==> config.mk <==
export PLATFORM = sky130hd
export DESIGN_NAME = cmpc_ctrl
export DESIGN_NICKNAME = d
export VERILOG_FILES = /design/src/cmpc_pkg.sv /design/src/cmpc_sync.sv /design/src/cmpc_ctrl.sv
export SDC_FILE = /design/constraint.sdc
export NUM_CORES = 1
export LEC_CHECK = 0
export BUFFER_PORTS_ARGS = -buffer_cell sky130_fd_sc_hd__buf_2
export CAP_MARGIN = 10
export CORE_MARGIN = 5
export CORE_UTILIZATION = 45
export CTS_BUF_LIST = sky130_fd_sc_hd__clkbuf_4 sky130_fd_sc_hd__clkbuf_8
export CTS_CLUSTER_DIAMETER = 100
export DETAILED_ROUTE_END_ITERATION = 10
export PLACE_DENSITY = 0.7
export SETUP_SLACK_MARGIN = 0.02
export SLEW_MARGIN = 20
export SYNTH_ARGS = -nofsm -noshare
export SYNTH_HDL_FRONTEND = slang
export SYNTH_HIERARCHICAL = 1
export SYNTH_SLANG_ARGS = --single-unit
==> constraint.sdc <==
create_clock -name MCLK -period 1.9 [get_ports MCLK]
set_clock_uncertainty 0.2 [all_clocks]
set_input_delay 0.19 -clock MCLK [delete_from_list [all_inputs] [get_ports MCLK]]
set_output_delay 0.19 -clock MCLK [all_outputs]
set_load 0.005 [all_outputs]
==> src/cmpc_pkg.sv <==
// Constants and types for the comparator control block.
// Assumes a byte-wide special-function register port on the system clock.
package cmpc_pkg;
  localparam logic [7:0] CTRL_ADDR      = 8'h9B;
  localparam logic [7:0] INSEL_ADDR     = 8'h9F;
  localparam logic [7:0] MODE_ADDR      = 8'h9D;
  localparam logic [7:0] CTRL_RESET     = 8'h00;
  localparam logic [7:0] INSEL_RESET    = 8'hFF;
  localparam logic [7:0] MODE_RESET     = 8'h02;
  localparam int         BIT_ON         = 7;
  localparam int         BIT_RESULT     = 6;
  localparam int         BIT_RISE       = 5;
  localparam int         BIT_FALL       = 4;
  localparam int         POS_HI         = 3;
  localparam int         POS_LO         = 2;
  localparam int         NEG_HI         = 1;
  localparam int         NEG_LO         = 0;
  localparam int         SEL_W          = 4;
  localparam int         MODE_W         = 2;

  typedef struct packed {
    logic [SEL_W-1:0] negative_input_sel;
    logic [SEL_W-1:0] positive_input_sel;
  } cmpc_insel_type;

  typedef struct packed {
    logic             comparator_on;
    logic [1:0]       pos_hysteresis_sel;
    logic [1:0]       neg_hysteresis_sel;
    logic [MODE_W-1:0] response_mode;
    cmpc_insel_type   insel;
  } cmpc_analog_cfg_type;
endpackage

==> src/cmpc_sync.sv <==
// Three-stage synchroniser with agreement filter for the comparator output.
// Assumes the input is asynchronous to clk.
`timescale 1ns/100ps
module cmpc_sync
(
  input  wire logic clk,
  input  wire logic rst,
  input  wire logic din,
  output logic      dout
);
  import cmpc_pkg::*;
  logic s1_ff;
  logic s2_ff;
  logic s3_ff;
  logic out_ff;
  wire  agree = (s2_ff == s3_ff);

  always_ff @(posedge clk)
  begin
    if (rst)
    begin
      s1_ff  <= 1'b0;
      s2_ff  <= 1'b0;
      s3_ff  <= 1'b0;
      out_ff <= 1'b0;
    end
    else
    begin
      s1_ff <= din;
      s2_ff <= s1_ff;
      s3_ff <= s2_ff;
      if (agree)
        out_ff <= s3_ff;
    end
  end

  assign dout = out_ff;
endmodule // cmpc_sync

==> src/cmpc_ctrl.sv <==
// Control and status logic around an analog voltage comparator.
// Assumes a byte SFR port (address, write strobe, read data) on MCLK.
// Operation
// - Enable bit turns comparator on/off
// - Current result readable as status bit
// - Rising transition sets rise flag
// - Falling transition sets fall flag
// - Flags stay set until software clears
// - Rise flag interrupts only when enabled
// - Fall flag interrupts only when enabled
// - Disabled comparator drives pin outputs low
// - Offer latched and raw outputs
// - Raw output needs no clock
// - Bits 3-2 select positive hysteresis
// - Bits 1-0 select negative hysteresis
// - Input-select register picks input pins
// - Mode register selects response time
// - Output offered as reset source
`timescale 1ns/100ps
module cmpc_ctrl
(
  input  wire logic                          MCLK,
  input  wire logic                          RST,
  input  wire logic [7:0]                    SFR_ADDR,
  input  wire logic                          SFR_WR,
  input  wire logic [7:0]                    SFR_WDATA,
  output logic      [7:0]                    SFR_RDATA,
  input  wire logic                          CMP_ANALOG_OUT,
  input  wire logic                          RESET_SRC_EN,
  output cmpc_pkg::cmpc_analog_cfg_type      ANALOG_CFG,
  output logic                               LATCHED_CMP_OUTPUT,
  output logic                               RAW_CMP_OUTPUT,
  output logic                               CMP_IRQ,
  output logic                               CMP_RESET_REQ
);
  import cmpc_pkg::*;

  logic                ctrl_on_ff;
  logic                rise_seen_flag_ff;
  logic                fall_seen_flag_ff;
  logic                rise_irq_enable_ff;
  logic                fall_irq_enable_ff;
  logic [1:0]          pos_hyst_ff;
  logic [1:0]          neg_hyst_ff;
  logic [MODE_W-1:0]   mode_ff;
  cmpc_insel_type      insel_ff;
  logic                prev_ff;
  logic                latched_ff;
  logic                irq_ff;
  logic                rst_req_ff;
  logic [7:0]          rdata_ff;
  cmpc_analog_cfg_type cfg_ff;
  logic                sync_out;

  // raw path is combinational gate on analog output; no clock involved
  // Raw path gated off while disabled; needs no clock
  assign RAW_CMP_OUTPUT = CMP_ANALOG_OUT & ctrl_on_ff;

  cmpc_sync u_sync
  (
    .clk  (MCLK),
    .rst  (RST),
    .din  (CMP_ANALOG_OUT),
    .dout (sync_out)
  );

  wire wr_ctrl  = SFR_WR && (SFR_ADDR == CTRL_ADDR);
  wire wr_insel = SFR_WR && (SFR_ADDR == INSEL_ADDR);
  wire wr_mode  = SFR_WR && (SFR_ADDR == MODE_ADDR);
  wire result   = sync_out & ctrl_on_ff;
  wire rise_ev  = result & ~prev_ff;
  wire fall_ev  = ~result & prev_ff;

  // Set wins over a same-cycle software clear
  wire nxt_rise_flag = rise_ev | (wr_ctrl ? SFR_WDATA[BIT_RISE] : rise_seen_flag_ff);
  wire nxt_fall_flag = fall_ev | (wr_ctrl ? SFR_WDATA[BIT_FALL] : fall_seen_flag_ff);
  wire nxt_irq = (nxt_rise_flag & rise_irq_enable_ff) |
                 (nxt_fall_flag & fall_irq_enable_ff);

  wire [7:0] ctrl_view = {ctrl_on_ff, result, rise_seen_flag_ff, fall_seen_flag_ff,
                          pos_hyst_ff, neg_hyst_ff};
  // Mode byte shows the response mode and both interrupt enables
  logic [7:0] mode_view;
  always_comb
  begin
    mode_view               = 8'h00;
    mode_view[MODE_W-1:0]   = mode_ff;
    mode_view[BIT_RISE]     = rise_irq_enable_ff;
    mode_view[BIT_FALL]     = fall_irq_enable_ff;
  end

  wire [7:0] nxt_rdata = (SFR_ADDR == CTRL_ADDR)  ? ctrl_view :
                         (SFR_ADDR == INSEL_ADDR) ? insel_ff :
                         (SFR_ADDR == MODE_ADDR)  ? mode_view : 8'h00;

  always_ff @(posedge MCLK)
  begin
    if (RST)
    begin
      ctrl_on_ff        <= CTRL_RESET[BIT_ON];
      pos_hyst_ff       <= CTRL_RESET[POS_HI:POS_LO];
      neg_hyst_ff       <= CTRL_RESET[NEG_HI:NEG_LO];
      rise_seen_flag_ff <= 1'b0;
      fall_seen_flag_ff <= 1'b0;
      insel_ff          <= INSEL_RESET;
      mode_ff           <= MODE_RESET[MODE_W-1:0];
    end
    else
    begin
      rise_seen_flag_ff <= nxt_rise_flag;
      fall_seen_flag_ff <= nxt_fall_flag;
      if (wr_ctrl)
      begin
        ctrl_on_ff  <= SFR_WDATA[BIT_ON];
        pos_hyst_ff <= SFR_WDATA[POS_HI:POS_LO];
        neg_hyst_ff <= SFR_WDATA[NEG_HI:NEG_LO];
      end
      if (wr_insel)
        insel_ff <= SFR_WDATA;
      if (wr_mode)
        mode_ff <= SFR_WDATA[MODE_W-1:0];
    end
  end

  // Interrupt enables kept apart from the control byte, in mode register bits 5 and 4
  always_ff @(posedge MCLK)
  begin
    if (RST)
    begin
      rise_irq_enable_ff <= 1'b0;
      fall_irq_enable_ff <= 1'b0;
    end
    else if (wr_mode)
    begin
      rise_irq_enable_ff <= SFR_WDATA[BIT_RISE];
      fall_irq_enable_ff <= SFR_WDATA[BIT_FALL];
    end
  end

  always_ff @(posedge MCLK)
  begin
    if (RST)
    begin
      prev_ff    <= 1'b0;
      latched_ff <= 1'b0;
      irq_ff     <= 1'b0;
      rst_req_ff <= 1'b0;
      rdata_ff   <= 8'h00;
      cfg_ff     <= '0;
    end
    else
    begin
      prev_ff    <= result;
      latched_ff <= result;
      irq_ff     <= nxt_irq;
      rst_req_ff <= result & RESET_SRC_EN;
      rdata_ff   <= nxt_rdata;
      cfg_ff     <= '{ctrl_on_ff, pos_hyst_ff, neg_hyst_ff, mode_ff, insel_ff};
    end
  end

  assign LATCHED_CMP_OUTPUT = latched_ff;
  assign CMP_IRQ            = irq_ff;
  assign CMP_RESET_REQ      = rst_req_ff;
  assign SFR_RDATA          = rdata_ff;
  assign ANALOG_CFG         = cfg_ff;

  // is the software's duty; flags are plain sticky bits.

  rise_sticky_a: assert property (@(posedge MCLK) disable iff (RST)
    rise_seen_flag_ff && !(wr_ctrl && !SFR_WDATA[BIT_RISE]) |=> rise_seen_flag_ff)
    else $error("rise flag dropped without clear");
  fall_sticky_a: assert property (@(posedge MCLK) disable iff (RST)
    fall_seen_flag_ff && !(wr_ctrl && !SFR_WDATA[BIT_FALL]) |=> fall_seen_flag_ff)
    else $error("fall flag dropped without clear");
  rise_set_a: assert property (@(posedge MCLK) disable iff (RST)
    $rose(result) |=> rise_seen_flag_ff)
    else $error("rise flag not set on edge");
  fall_set_a: assert property (@(posedge MCLK) disable iff (RST)
    $fell(result) |=> fall_seen_flag_ff)
    else $error("fall flag not set on edge");
  irq_gate_a: assert property (@(posedge MCLK) disable iff (RST)
    CMP_IRQ |-> $past(nxt_irq))
    else $error("irq without enabled flag");
  irq_fall_a: assert property (@(posedge MCLK) disable iff (RST)
    fall_seen_flag_ff && fall_irq_enable_ff && !(wr_ctrl && !SFR_WDATA[BIT_FALL])
    |=> CMP_IRQ)
    else $error("fall irq missing");
  off_low_a: assert property (@(posedge MCLK) disable iff (RST)
    !ctrl_on_ff [*2] |-> !LATCHED_CMP_OUTPUT && !RAW_CMP_OUTPUT)
    else $error("output high while disabled");
  enable_write_a: assert property (@(posedge MCLK) disable iff (RST)
    wr_ctrl |=> ctrl_on_ff == $past(SFR_WDATA[BIT_ON]))
    else $error("enable bit not written");
  hyst_write_a: assert property (@(posedge MCLK) disable iff (RST)
    wr_ctrl |=> ##1 ANALOG_CFG.neg_hysteresis_sel == $past(SFR_WDATA[NEG_HI:NEG_LO], 2))
    else $error("hysteresis not passed");
endmodule // cmpc_ctrl

==> metrics <==
GRT overflow 0; Overall Global Routing Usage 0.1417; Yosys top cell by area dfxtp_1; WHS Path Cells 2; number of global-route vias before repair 1346; Port Buffers 47; CTS Buf Count 5; vias per std cell 4.842; post_cts resized 0; final instance area 2308 um^2; sequential area share after synthesis 0.5444; Final Max Tran Viols 0; Power Density 787.7 nW/um^2; Fin. Hold Viols 0; crit end category register; Peak VDD IR 0.2767 mV; number of antenna diodes 0; RR Startpoint ctrl_on_ff; Clock Latency Late Sink 290 ps; Reg clk slew, reported paths 80 ps; Initial Utilization 0.4570; layout cells sized above 1 0.3874; Setup violations, final 0; most common cell after layout, fill and taps aside dfxtp_1; Setup Fix Bufs, Post-CTS 0; placer congestion estimate 0.8550; startpoint types input pin; min-delay src RST; critical path's slowest cell nor3_4; Async SR Flop Fraction 0; DP Area 2107 um^2; Ys Warns 6; Synth top area share 0.5444; number of flops mapped to enable cells by yosys 0; critical path arrival 1540 ps; Critical Path RT 1890 ps; ys flop type dfxtp_1; Max-cap violations 0; Worst R2R End CMP_IRQ; crit-path leading delay family simple AND/OR/NAND/NOR gates; Antenna Nets Post-Route 0; synth top area cells dfxtp_1, nor2b_1, mux2i_1, a211o_2, nor2_1; Layout area overhead 28.12%; DRC marker count from the first detailed-route iteration 80; WL final 3572 um; Synth Area per Inst 11.48 um^2; Min-Delay Endpoint rise_seen_flag_ff; Unique masters post-synth 30; die area 5369 um^2; hold-fix buffer count after cts 10; flop2flop setup slack 560 ps; critical path class input pin to register; placed wire-length estimate 2638 um; Core ar. 3943 um^2; Syn Inst Count 157; Max clock buf depth 2; Die X 73.28 um; vias 1317; RSZ-0062 raised after global routing false; layout net count 242; antenna violations before repair 0; peak fanout along the critical path 14; first-pass GRT wire length 5858 um; measured slew at the worst slew-check pin 439.8 ps; post-synthesis cell area 1802 um^2; Root Driver clkbuf_8; most frequent cells in the layout dfxtp_1, buf_2, nor2b_1; iteration count of the initial detailed-routing pass 4; syn_nets 178; I/O pin count 48; DRC errors left 0; Pleak 0.0009734 uW; CP peak stage delay 460 ps; largest net degree at the start of global routing 35; CP Cell Sequence buf_2 > nand4b_4 > nor3_4 > and2b_2 > a211o_2; worst-case reg-to-reg path depth 4; # H-tree levels 2; status finished, final reports clean; FF+latch count, synth 49; HP Class input pin to register; TritonCTS clock tree done; setup TNS 0 ps; row count 23; FMAX 644.9 MHz; normalized max-slew margin 0.7058; crit path time final 1551 ps; WL/cell 13.13 um; fin crit share 0.8161; Sink Count 49; number of buffers and inverters on the critical path 1; die height 73.28 um
## layer usage
metal / GRT usage / wire length, um / up-vias
li1: - / - / 661
met1: 0.1627 / 1565 / 610
met2: 0.2443 / 1669 / 41
met3: 0.03830 / 277 / 5
met4: 0.06352 / 61 / 0
met5: 0 / 0 / -
## cells in the mapped netlist (2+ instances only)
library cell,number
nand2b_1,2
mux2_2,5
clkbuf_1,3
nand2_1,3
a211o_2,6
dfxtp_1,49
a211o_1,3
nor2_1,16
nor3_1,4
and2_1,2
mux2i_1,12
o21bai_1,2
a21oi_1,4
inv_1,2
a22oi_1,4
nor2b_1,21
and2b_2,6
## where the power goes
group          switching, uW  internal [uW]
sequential              3.70           1040
combinational           59.9           62.8
clock                    323            329
total                    387           1430
## cell families after synthesis
| kind of cell | share of synthesized area |
|---|---|
| AND/OR/NAND/NOR | 0.2368 |
| flip-flops | 0.5444 |
| AO/OA/AOI/OAI | 0.09584 |
| multiplexers | 0.09792 |
| buffers and inverters | 0.02500 |
## flip-flops by register name (all words and copies together), names as in the netlist
| register | flops |
|---|---|
| ANALOG_CFG | 15 |
| SFR_RDATA | 8 |
| insel_ff | 8 |
| mode_ff | 2 |
| neg_hyst_ff | 2 |
| pos_hyst_ff | 2 |
| CMP_IRQ | 1 |
| CMP_RESET_REQ | 1 |
| LATCHED_CMP_OUTPUT | 1 |
| ctrl_on_ff | 1 |
| fall_irq_enable_ff | 1 |
| fall_seen_flag_ff | 1 |
| rise_irq_enable_ff | 1 |
| rise_seen_flag_ff | 1 |
| u_sync/dout | 1 |
| u_sync/s1_ff | 1 |
| u_sync/s2_ff | 1 |
| u_sync/s3_ff | 1 |
## per-stage QoR
stage	total power [uW]	std cells	worst slack [ps]	hold WS, ps	util
final	1818	272	349.5	29.93	0.5855
after global routing	1887	272	260.5	36.35	0.5855
after CTS	1839	272	357.6	19.79	0.5855
after detailed placement	1175	254	35.48	198.6	0.5344
after global placement	1173	254	92.11	188.6	0.5344
after floorplan	1123	157	210.6	59.07	-
## cell type report
cell class | instances | area, um^2
Multi-Input combinational cell | 100 | 775.7
Inverter | 2 | 7.507
Sequential cell | 49 | 980.9
Fill cell | 340 | 1634
Tap cell | 50 | 62.56
Clock inverter | 1 | 5.005
Clock buffer | 7 | 96.34
Timing Repair Buffer | 63 | 380.4
## worst max path at each step
stage	from	end	cells after the start
floorplan	SFR_ADDR[5]	CMP_IRQ	4
global placement	SFR_ADDR[5]	insel_ff[4]	5
detailed placement	SFR_ADDR[5]	insel_ff[6]	5
CTS	SFR_ADDR[5]	insel_ff[6]	5
global route	SFR_ADDR[5]	insel_ff[6]	5
finish	SFR_ADDR[5]	insel_ff[6]	5
(Power assumes the default switching activity.)
